File: config.mk
export PLATFORM = sky130hd
export DESIGN_NAME = asei_axis_stop
export DESIGN_NICKNAME = d
export VERILOG_FILES = /design/src/asei_pkg.sv /design/src/asei_axis_stop.sv
export SDC_FILE = /design/constraint.sdc
export NUM_CORES = 1
export LEC_CHECK = 0
export BUFFER_PORTS_ARGS = -buffer_cell sky130_fd_sc_hd__buf_4
export CAP_MARGIN = 25
export CORE_UTILIZATION = 35
export DETAILED_ROUTE_END_ITERATION = 10
export PLACE_DENSITY = 0.6
export SLEW_MARGIN = 40
export SYNTH_ARGS = -nofsm -noshare
export SYNTH_HDL_FRONTEND = slang
export SYNTH_SLANG_ARGS = --single-unit
File: constraint.sdc
create_clock -name i_clk -period 1.84 [get_ports i_clk]
set_clock_uncertainty 0.2 [all_clocks]
set_input_delay 0 -clock i_clk [delete_from_list [all_inputs] [get_ports i_clk]]
set_output_delay 0 -clock i_clk [all_outputs]
set_load 0.1 [all_outputs]
File: src/asei_pkg.sv
// constants, field layout and state record of the axis stop and external input block
// assumes nothing beyond a SystemVerilog compiler
package asei_pkg;
   // register addresses on the plain register port
   localparam logic [3:0] ADDR_CTRL = 4'h0;
   localparam logic [3:0] ADDR_MODE = 4'h1;
   localparam logic [3:0] ADDR_STAT = 4'h2;
   localparam logic [3:0] ADDR_LEVEL = 4'h3;
   // control register fields
   localparam int C_LIM_EN = 0;
   localparam int C_LIM_POL = 1;
   localparam int C_LIM_NOW = 2;
   localparam int C_STOP_EN = 3;
   localparam int C_STOP_POL = 6;
   localparam int C_STOP_NOW = 9;
   localparam int C_IDX_CLR = 12;
   // mode register fields
   localparam int M_PIN_FN = 0;
   localparam int M_IDX_OUT = 2;
   localparam int M_EXT = 3;
   localparam int M_DCC_EN = 5;
   localparam int M_OUT1 = 6;
   localparam int M_OUT0 = 7;
   // status register fields
   localparam int S_HARD_REVERSE_LIMIT_FLAG = 0;
   localparam int S_EMG = 1;
   // synchronised input positions
   localparam int I_NEAR = 0;
   localparam int I_HOME = 1;
   localparam int I_IDX = 2;
   localparam int I_LIM = 3;
   localparam int I_EXTP = 4;
   localparam int I_EXTM = 5;
   localparam int I_EMG = 6;
   localparam int N_IN = 7;
   // values after reset
   localparam logic [15:0] CTRL_RST = 16'h0000;
   localparam logic [15:0] MODE_RST = 16'h0000;
   localparam logic [6:0] SYNC_RST = 7'h7F;
   // shared pin functions and external drive modes
   localparam logic [1:0] PIN_MOTION = 2'h0;
   localparam logic [1:0] PIN_GPO = 2'h1;
   localparam logic [1:0] PIN_DCC = 2'h2;
   localparam logic [1:0] EXT_FIXED = 2'h1;
   localparam logic [1:0] EXT_CONT = 2'h2;

   typedef struct packed {
      logic [6:0] s1;
      logic [6:0] s2;
      logic [6:0] prv;
      logic [15:0] ctrl;
      logic [15:0] mode;
      logic emg_flag;
      logic hard_reverse_limit_flag;
      logic [15:0] rdata;
      logic stop_decel;
      logic stop_now;
      logic clr_pos;
      logic start_p;
      logic start_m;
      logic run_p;
      logic run_m;
      logic shared;
      logic idx_out;
      logic idx_oe_n;
      logic [2:0] home_sense;
   } asei_state_s;
endpackage

File: src/asei_axis_stop.sv
// stop, limit, shared pin and external start logic of one axis
// assumes the pulse generator runs on i_clk and reports pulsing and direction,
// and that pins arrive asynchronously and are pulled up when idle
//
// The implementer's own choices: strobed register access and the register offsets.
`timescale 1ns/10ps
`default_nettype none

module asei_axis_stop
   import asei_pkg::*;
(
   input wire logic i_clk,
   input wire logic i_rst_n,
   input wire logic i_ce,
   // register port
   input wire logic [3:0] i_addr,
   input wire logic [15:0] i_wdata,
   input wire logic i_wr,
   input wire logic i_rd,
   output logic [15:0] o_rdata,
   // pins
   input wire logic i_minus_limit_input,
   input wire logic i_near_home_stop_input,
   input wire logic i_home_stop_input,
   input wire logic i_index_stop_input,
   output logic o_spare_output_one,
   output logic o_spare_output_one_oe_n,
   output logic o_motion_active_output,
   input wire logic i_ext_plus_start_input,
   input wire logic i_ext_minus_start_input,
   input wire logic i_emergency_halt_input,
   // pulse generator and home search, same clock
   input wire logic i_pulsing,
   input wire logic i_dir_minus,
   input wire logic i_home_search,
   input wire logic i_dcc_request,
   output logic o_stop_decel,
   output logic o_stop_now,
   output logic o_clear_real_pos,
   output logic o_start_plus,
   output logic o_start_minus,
   output logic o_run_plus,
   output logic o_run_minus,
   output logic [2:0] o_home_sense
);

   asei_state_s st;
   asei_state_s next_st;

   // true when a pin level matches its chosen active level (pol 1 = active high)
   function automatic logic asei_active(input logic lvl, input logic pol);
      return lvl == pol;
   endfunction

   // -----------------------------------------------------------------
   // next state
   // -----------------------------------------------------------------
   always_comb begin
      logic [6:0] raw;
      logic lim_act;
      logic lim_hit;
      logic [2:0] stop_act;
      logic [2:0] stop_hit;
      logic emg_act;
      logic now_any;
      logic dec_any;
      logic idx_rise;
      logic fall_p;
      logic fall_m;
      logic [1:0] ext;
      raw = '0;
      lim_act = 1'h0;
      lim_hit = 1'h0;
      stop_act = 3'h0;
      stop_hit = 3'h0;
      emg_act = 1'h0;
      now_any = 1'h0;
      dec_any = 1'h0;
      idx_rise = 1'h0;
      fall_p = 1'h0;
      fall_m = 1'h0;
      ext = 2'h0;
      next_st = st;

      raw[I_NEAR] = i_near_home_stop_input;
      raw[I_HOME] = i_home_stop_input;
      raw[I_IDX] = i_index_stop_input;
      raw[I_LIM] = i_minus_limit_input;
      raw[I_EXTP] = i_ext_plus_start_input;
      raw[I_EXTM] = i_ext_minus_start_input;
      raw[I_EMG] = i_emergency_halt_input;

      // two stages; pulses of two clocks or more survive this path
      next_st.s1 = raw;
      next_st.s2 = st.s1;
      next_st.prv = st.s2;

      lim_act = st.ctrl[C_LIM_EN] && asei_active(st.s2[I_LIM], st.ctrl[C_LIM_POL]);
      lim_hit = lim_act && i_pulsing && i_dir_minus;
      for (int i = 0; i < 3; i++) begin
         stop_act[i] = st.ctrl[C_STOP_EN + i]
            && asei_active(st.s2[I_NEAR + i], st.ctrl[C_STOP_POL + i]);
      end
      // during home search the sensors steer the search, not a plain stop
      stop_hit = i_home_search ? 3'h0 : stop_act;
      next_st.home_sense = i_home_search ? stop_act : 3'h0;
      if (st.mode[M_IDX_OUT]) begin
         stop_hit[I_IDX] = 1'h0;
         next_st.home_sense[I_IDX] = 1'h0;
      end

      emg_act = !st.s2[I_EMG];
      now_any = emg_act
         || (lim_hit && st.ctrl[C_LIM_NOW])
         || |(stop_hit & st.ctrl[C_STOP_NOW +: 3]);
      dec_any = lim_hit || |stop_hit;
      next_st.stop_now = now_any;
      next_st.stop_decel = dec_any && !now_any;

      next_st.hard_reverse_limit_flag = lim_act;

      idx_rise = st.s2[I_IDX] && !st.prv[I_IDX];
      next_st.clr_pos = idx_rise && st.ctrl[C_IDX_CLR] && !st.mode[M_IDX_OUT];

      // external start; refused while the emergency input is low
      ext = st.mode[M_EXT +: 2];
      fall_p = !st.s2[I_EXTP] && st.prv[I_EXTP];
      fall_m = !st.s2[I_EXTM] && st.prv[I_EXTM];
      next_st.start_p = (ext == EXT_FIXED) && fall_p && !emg_act;
      next_st.start_m = (ext == EXT_FIXED) && fall_m && !emg_act;
      next_st.run_p = (ext == EXT_CONT) && !st.s2[I_EXTP] && !emg_act;
      next_st.run_m = (ext == EXT_CONT) && !st.s2[I_EXTM] && !emg_act;

      case (st.mode[M_PIN_FN +: 2])
         PIN_GPO: begin
            next_st.shared = st.mode[M_OUT0];
         end
         PIN_DCC: begin
            next_st.shared = i_dcc_request && st.mode[M_DCC_EN];
         end
         default: begin
            next_st.shared = i_pulsing;
         end
      endcase

      next_st.idx_out = st.mode[M_OUT1];
      next_st.idx_oe_n = !st.mode[M_IDX_OUT];

      // register writes
      if (i_wr) begin
         case (i_addr)
            ADDR_CTRL: begin
               next_st.ctrl = i_wdata;
            end
            ADDR_MODE: begin
               next_st.mode = i_wdata;
            end
            default: begin
            end
         endcase
      end

      // emergency flag: write 1 clears, a fresh emergency wins over the clear
      if (i_wr && i_addr == ADDR_STAT && i_wdata[S_EMG]) begin
         next_st.emg_flag = 1'h0;
      end
      if (emg_act) begin
         next_st.emg_flag = 1'h1;
      end

      // register reads; data only in the cycle after the strobe
      next_st.rdata = 16'h0000;
      if (i_rd) begin
         case (i_addr)
            ADDR_CTRL: begin
               next_st.rdata = st.ctrl;
            end
            ADDR_MODE: begin
               next_st.rdata = st.mode;
            end
            ADDR_STAT: begin
               next_st.rdata[S_HARD_REVERSE_LIMIT_FLAG] = st.hard_reverse_limit_flag;
               next_st.rdata[S_EMG] = st.emg_flag;
            end
            ADDR_LEVEL: begin
               next_st.rdata[N_IN-1:0] = st.s2;
            end
            default: begin
            end
         endcase
      end
   end

   // -----------------------------------------------------------------
   // state register
   // -----------------------------------------------------------------
   // reset overrides the clock enable so the pins settle even when frozen
   always_ff @(posedge i_clk) begin
      if (!i_rst_n) begin
         st <= '0;
         st.s1 <= SYNC_RST;
         st.s2 <= SYNC_RST;
         st.prv <= SYNC_RST;
         st.ctrl <= CTRL_RST;
         st.mode <= MODE_RST;
         st.idx_oe_n <= 1'h1;
      end else if (i_ce) begin
         st <= next_st;
      end
   end

   assign o_rdata = st.rdata;
   assign o_spare_output_one = st.idx_out;
   assign o_spare_output_one_oe_n = st.idx_oe_n;
   assign o_motion_active_output = st.shared;
   assign o_stop_decel = st.stop_decel;
   assign o_stop_now = st.stop_now;
   assign o_clear_real_pos = st.clr_pos;
   assign o_start_plus = st.start_p;
   assign o_start_minus = st.start_m;
   assign o_run_plus = st.run_p;
   assign o_run_minus = st.run_m;
   assign o_home_sense = st.home_sense;

   // -----------------------------------------------------------------
   // checks
   // -----------------------------------------------------------------
   emg_stop_a: assert property (@(posedge i_clk) disable iff (!i_rst_n)
      (i_ce && !i_emergency_halt_input) ##1 i_ce [*3] |-> st.stop_now)
      else $error("emergency did not stop the axis");

   emg_flag_a: assert property (@(posedge i_clk) disable iff (!i_rst_n)
      (i_ce && !st.s2[I_EMG]) |=> st.emg_flag)
      else $error("emergency flag not set");

   lim_dir_a: assert property (@(posedge i_clk) disable iff (!i_rst_n)
      (i_ce && st.stop_decel) |-> $past(i_pulsing && i_dir_minus) || |$past(st.ctrl[5:3]))
      else $error("limit stop outside minus drive");

   lim_kind_a: assert property (@(posedge i_clk) disable iff (!i_rst_n)
      (i_ce && st.ctrl[C_LIM_EN] && st.ctrl[C_LIM_NOW]
         && asei_active(st.s2[I_LIM], st.ctrl[C_LIM_POL]) && i_pulsing && i_dir_minus)
      |=> st.stop_now && !st.stop_decel)
      else $error("limit sudden stop missing");

   hard_reverse_limit_flag_read_a: assert property (@(posedge i_clk) disable iff (!i_rst_n)
      (i_ce && i_rd && i_addr == ADDR_STAT) |=> o_rdata[S_HARD_REVERSE_LIMIT_FLAG] == $past(st.hard_reverse_limit_flag))
      else $error("reverse limit flag read wrong");

   idx_clear_a: assert property (@(posedge i_clk) disable iff (!i_rst_n)
      (i_ce && st.s2[I_IDX] && !st.prv[I_IDX] && st.ctrl[C_IDX_CLR] && !st.mode[M_IDX_OUT])
      |=> o_clear_real_pos)
      else $error("index edge did not clear position");

   ext_fixed_a: assert property (@(posedge i_clk) disable iff (!i_rst_n)
      o_start_plus |-> $past(st.mode[M_EXT +: 2] == EXT_FIXED && st.prv[I_EXTP]
         && !st.s2[I_EXTP]))
      else $error("fixed start without falling edge");

   ext_cont_a: assert property (@(posedge i_clk) disable iff (!i_rst_n)
      (i_ce && st.mode[M_EXT +: 2] == EXT_CONT && !st.s2[I_EXTM] && st.s2[I_EMG])
      |=> o_run_minus)
      else $error("continuous minus run missing");

   motion_pin_a: assert property (@(posedge i_clk) disable iff (!i_rst_n)
      (i_ce && st.mode[M_PIN_FN +: 2] == PIN_MOTION) |=> o_motion_active_output == $past(i_pulsing))
      else $error("motion status pin wrong");

   dcc_gate_a: assert property (@(posedge i_clk) disable iff (!i_rst_n)
      (i_ce && st.mode[M_PIN_FN +: 2] == PIN_DCC && !st.mode[M_DCC_EN]) |=> !o_motion_active_output)
      else $error("deviation clear while disabled");

   reset_pins_a: assert property (@(posedge i_clk)
      !i_rst_n |=> o_spare_output_one_oe_n && st.mode[M_PIN_FN +: 2] == PIN_MOTION)
      else $error("pin functions wrong after reset");

endmodule

`default_nettype wire

==> flow_summary.json, run 1 <==
{
  "outcome": "finished clean",
  "cp.required_ns": 1.88,
  "drive_gt1_share_pct": 23.5,
  "final_cell_area_um2": 4690,
  "cts.htree.levels": 3,
  "hold_viol": 0,
  "worst-endpoint-arrival_ns": 1.81,
  "start_kind": "input port",
  "port_buffers": 64,
  "setup_tns_ns": 0,
  "layout_min_cycle_time_ns": 1.76,
  "synthCells": 401,
  "clock.fmax_mhz": 567,
  "cts_sinks": 80,
  "first_pass_iters": 4,
  "clk_path_buf_depth": 2,
  "antenna_found_initial": 0,
  "finalCritPeriodShare_pct": 95.9,
  "rsz0062_at_grt": "no",
  "routed-via-count": 3044,
  "nNetsFinal": 519,
  "start_util_pct": 36.7,
  "ys_ff_latch": 80,
  "path_clk_slew_ns": 0.08,
  "dp_hpwl_mm": 6.48,
  "grt_max_degree": 55,
  "area_delta_synth_final_pct": 29.0,
  "worstMarginPinSlew_ns": 0.618,
  "syn-mean-instance-area_um2": 9.06,
  "grt_overflow": 0,
  "synth_top_area_share_pct": 44.1,
  "first_global_vias": 2966,
  "synth_nets": 439,
  "post-cts-setup-buffer-count": 0,
  "cts_buffers": 9,
  "clock_latency_ns": 0.35,
  "peakVddDrop_uv": 375,
  "yosysTopAreaCell": "dfxtp_1",
  "wl_per_cell_um": 15.0,
  "cp_max_fo": 6,
  "syn-cell-area_um2": 3630,
  "die-height_um": 104,
  "p_per_area_nw_per_um2": 751,
  "num_antenna_cells": 0,
  "yosysSeqAreaShare_pct": 44.1,
  "postRouteAntennaNets": 0,
  "yosys_warnings": 0,
  "ioPinCount": 65,
  "grt_pass1_wl_mm": 15.3,
  "coreArea_um2": 9910,
  "end_kind": "flip-flop",
  "cts-root-buf": "clkbuf_8",
  "drt_iter0_drc": 122,
  "crit_type": "input port to flip-flop",
  "post_dp_cell_area_um2": 4080,
  "setup_viol_count_final": 0,
  "yosysUniqueCellTypes": 39,
  "wirelength_mm": 9.30,
  "die_w_um": 104,
  "cts_tree": "done",
  "timing.slew.headroom_pct": 58.7,
  "p_leak_nw": 1.79,
  "gp_congestion": 0.887,
  "maxCapViolCount": 0,
  "slew_viol_final": 0,
  "avgViaCountPerCell": 4.92,
  "ys_top_cells_by_area": "dfxtp_1 (44%), nand2_1 (9.7%), mux2i_1 (5.5%), buf_4 (4.5%), a22oi_1 (3.7%)",
  "drc_errors": 0,
  "dieArea_um2": 10800,
  "grt_util_all_layers_pct": 17.9,
  "fp-row-count": 36,
  "hp-class": "input port to flip-flop"
}
## cells in the final DEF, fill, tap and decap left out, types with 13 or more instances in the layout
cell type	instances
a21boi_0	17
a22oi_1	18
buf_4	75
clkbuf_8	13
dfxtp_1	80
dlygate4sd3_1	38
inv_1	14
mux2i_1	20
nand2_1	94
## cells in the mapped netlist, drive strengths merged
library cell and n:
nor3b 2, and3 3, a32oi 1, mux2i 20, mux2 7, nand2 94, a21boi 37, nand4b 2
or2 1, nand4 6, nor4bb 1, nor2b 8, nand2b 5, ha 2, nor4b 1, nor4 1
buf 35, o21ai 11, clkbuf 9, a41oi 1, o22ai 11, and2 11, nor2 3, o21a 2
a21oi 2, nand3 5, a22oi 18, dfxtp 80, a32o 1, a22o 2, inv 14, and4 1
xnor2 4
## layer usage
layer / track usage (%) / routed length (um) / up-vias
li1: - / - / 1510
met1: 24.0 / 4480 / 1434
met2: 28.1 / 4210 / 86
met3: 3.82 / 401 / 14
met4: 7.14 / 203 / 0
met5: 0 / 0 / -
## registers in the layout, summed over array words and instances, names as in the netlist
signal and flops:
o_motion_active_output 1, o_clear_real_pos 1, o_start_minus 1, o_run_minus 1, o_stop_decel 1, o_rdata 16, o_start_plus 1, st 36
next_st 15, o_spare_output_one 1, o_spare_output_one_oe_n 1, o_run_plus 1, o_home_sense 3, o_stop_now 1
## worst max-delay path, cell delays in order
cell and delay, ns:
dlygate4sd3_1 0.55, buf_4 0.16, and3_2 0.25, buf_4 0.18
nand2_1 0.06, a21boi_1 0.05, dlygate4sd3_1 0.55
## cell families (layout without fill, tap and decap cells)
| kind of cell | after synthesis | in the layout | synth area share [%] |
|---|---|---|---|
| AOI/OAI and AO/OA | 86 | 86 | 17.7 |
| DFF | 80 | 80 | 44.1 |
| muxes | 27 | 27 | 7.68 |
| and+or+nand+nor | 144 | 144 | 19.6 |
| buffers and inverters | 58 | 143 | 9.33 |
| adders and majority gates | 2 | 2 | 0.688 |
| xor gates and xnor gates | 4 | 4 | 0.964 |
## final timing paths
| check | from | endpoint | slack [ns] | cells past startpoint |
|---|---|---|---|---|
| worst max-delay path | i_wr | st[57] | 0.08 | 7 |
| worst min-delay path | i_addr[0] | st[30] | 0.03 | 5 |
| worst min register to register | o_rdata[0] | o_rdata[0] | 0.26 | 2 |
| worst max register to register | st[54] | o_home_sense[1] | 0.11 | 4 |
## through the flow
stage               util, %  total power [W]  hold slack [ns]  std cells  setup WS, ns
floorplan                 -          0.00199          -0.0716        401         0.300
global placement       41.1          0.00210           0.0138        565         0.225
detailed placement     41.1          0.00211           0.0238        565         0.251
CTS                    47.2          0.00354           0.0121        619        0.0181
global route           47.3          0.00365           0.0419        619        0.0126
finish                 47.3          0.00352           0.0264        619        0.0756
## cell type report
class	count	area, um2
well taps	133	166
repair buffers	113	943
multi-input cells	263	1710
clock inverters	2	35.0
clock buffers	14	183
fillers	991	5220
flip-flops and latches	80	1600
inverters	14	52.6
## power by group
group          internal (W)  switching (W)  total (W)  leakage, nW
Combinational      0.000178       0.000174   0.000352         1.03
Clock              0.000775       0.000619    0.00139        0.113
Sequential          0.00175      0.0000211    0.00178        0.648
Total               0.00271       0.000814    0.00352         1.79
## timing repair
item                                    CTS  global route
endpoints found under the hold margin    63             0
endpoints found under the setup margin    0             4
resized for setup                         0             3
hold buffers                             38             0
No activity file was read; power rests on OpenSTA's default activity.
==> run 2, diff against run 1 <==
Settings changed: PLACE_DENSITY 0.6 to 0.62.
Clock period 1.84 ns to 1.55 ns, I/O delays scaled along.
==> flow_summary.json, run 2 (synthesis gave the netlist of run 1 again) <==
{
  "layout_min_cycle_time_ns": 1.52,
  "port_buffers": 64,
  "utilization_pct": 48.5,
  "maxCapViolCount": 0,
  "path_clk_slew_ns": 0.08,
  "postRouteAntennaNets": 0,
  "nNetsFinal": 523,
  "hold_viol": 8,
  "setup_viol_count_final": 0,
  "ioPinCount": 65,
  "cts_buffers": 9,
  "multi_input_area_um2": 1730,
  "cts.htree.levels": 3,
  "grtUsageMet3_pct": 4.32,
  "cp_common_cell": "buf_4",
  "cp_max_fo": 4,
  "violations": "negative hold slack",
  "outcome": "complete, but fails checks",
  "p_sw_share_pct": 22.2,
  "drc_errors": 0,
  "fillCellCount": 959,
  "post_dp_cell_area_um2": 4140,
  "met1_usage_pct": 22.5,
  "antenna_found_initial": 0,
  "wirelength_mm": 9.22,
  "clock.fmax_mhz": 656,
  "reg2reg_slack_ns": 0.09,
  "finalPower_w": 0.00430,
  "drt_iter0_drc": 144,
  "drive_gt1_share_pct": 25.7,
  "routed-via-count": 3058,
  "area_delta_synth_final_pct": 32.2,
  "hold_buffers": 40,
  "crit_chain": "buf_4, nor4_4, nand3_1, buf_4, dlygate4sd3_1, nand2_1, a21boi_0",
  "worstMarginPinSlew_ns": 0.421,
  "peakVddDrop_uv": 386,
  "final_cell_mix": "nand2_1 (94), buf_4 (76), dfxtp_1 (75), dlygate4sd3_1 (36), mux2i_1 (20)",
  "dp_hpwl_mm": 6.40,
  "top_usage_layer": "met2",
  "die_w_um": 104,
  "avgViaCountPerCell": 4.91,
  "regArea_um2": 1610,
  "cts_sinks": 80,
  "slowest_delay_ns": 0.55,
  "hp-class": "input port to flip-flop",
  "timing.slew.headroom_pct": 72.0,
  "start_util_pct": 36.7,
  "switching_power_w": 0.000952,
  "pwr-share-comb_pct": 10.0,
  "regMostFlops": "st",
  "coreArea_um2": 9910,
  "whs_ns": -0.0917,
  "rsz0062_at_grt": "yes",
  "cp.required_ns": 1.59,
  "num_antenna_cells": 0,
  "p_seq_share_pct": 49.1,
  "clock_latency_ns": 0.35,
  "crit_type": "input port to flip-flop",
  "grt_pass1_wl_mm": 15.1,
  "cts-root-buf": "clkbuf_8",
  "largest_reg_flops": 36,
  "slew_viol_final": 0,
  "fp-row-count": 36,
  "end_kind": "flip-flop",
  "grt_max_degree": 46,
  "p_per_area_nw_per_um2": 894,
  "grt_util_all_layers_pct": 17.7,
  "first_pass_iters": 4,
  "p_leak_nw": 1.86,
  "finalCritPeriodShare_pct": 98.4,
  "final_cell_area_um2": 4810,
  "die-height_um": 104,
  "p_int_w": 0.00335,
  "gp_congestion": 0.812,
  "clk_path_buf_depth": 2,
  "cpLargestDelayFamily": "buffers and inverters",
  "grt_util_met2_pct": 29.0,
  "clockPowerShare_pct": 40.9,
  "critPathBufInv": 3,
  "cts_tree": "done",
  "start_kind": "input port",
  "dieArea_um2": 10800,
  "grt_overflow": 0,
  "wl_per_cell_um": 14.8,
  "final_common_cell": "nand2_1",
  "slowest_stage": "dlygate4sd3_1",
  "worst-endpoint-arrival_ns": 1.57,
  "first_global_vias": 3007
}
[run 2: changes by cell type in the layout (fill, tap and decap cells not counted), moves of 2 or more]
cell,change
xnor2_1,-2
dfxtp_1,-5
buf_12,+3
xnor2_2,+2
dfxtp_2,+5
dlygate4sd3_1,-2
nor2b_1,-2
[run 2: final timing paths]
check,cells past startpoint,from,endpoint
max,7,i_addr[2],st[62]
max reg2reg,4,st[55],o_stop_decel
min reg2reg,2,o_rdata[2],o_rdata[2]
min,3,i_ce,st[29]
[run 2: layout make-up]
cell class / count / share of cell area (%)
Multi-Input combinational cell: 263 / 36.0
Sequential cell: 80 / 33.5
Timing Repair Buffer: 117 / 21.1
Clock buffer: 14 / 3.59
Tap cell: 133 / 3.46
Clock inverter: 2 / 1.25
Inverter: 14 / 1.09
[run 2: power by group through the flow]
| stage | sequential (W) | combinational [W] | clock [W] |
|---|---|---|---|
| floorplan | 0.00217 | 0.000187 | 0 |
| global placement | 0.00215 | 0.000350 | 0 |
| detailed placement | 0.00216 | 0.000355 | 0 |
| CTS | 0.00211 | 0.000427 | 0.00180 |
| global route | 0.00211 | 0.000459 | 0.00188 |
| finish | 0.00211 | 0.000430 | 0.00176 |
[run 2: metal layers]
metal | vias up | part of all wire (%)
li1 | 1515 | -
met1 | 1448 | 47
met2 | 79 | 46
met3 | 16 | 4.8
met4 | 0 | 2.2
met5 | - | 0
[run 2: metrics by stage]
stage	setup TNS (ns)	setup WS, ns	instances
after global routing	-0.0825	-0.0434	623
after detailed placement	0	0.0411	568
after global placement	0	0.0837	568
after floorplan	0	0.00985	401
final	0	0.0255	623
after CTS	0	0.0264	624
[run 2: worst min-delay path, delay by kind of cell]
kind                   cells  cell delay (ns)
AOI/OAI and AO/OA          1             0.07
buffers and inverters      1             0.22
and+or+nand+nor            1             0.10
[run 2: repair_timing]
item                                    CTS  global route
setup buffers                             0             2
endpoints found under the hold margin    63             7
endpoints found under the setup margin    0            15
resized for setup                         0            14
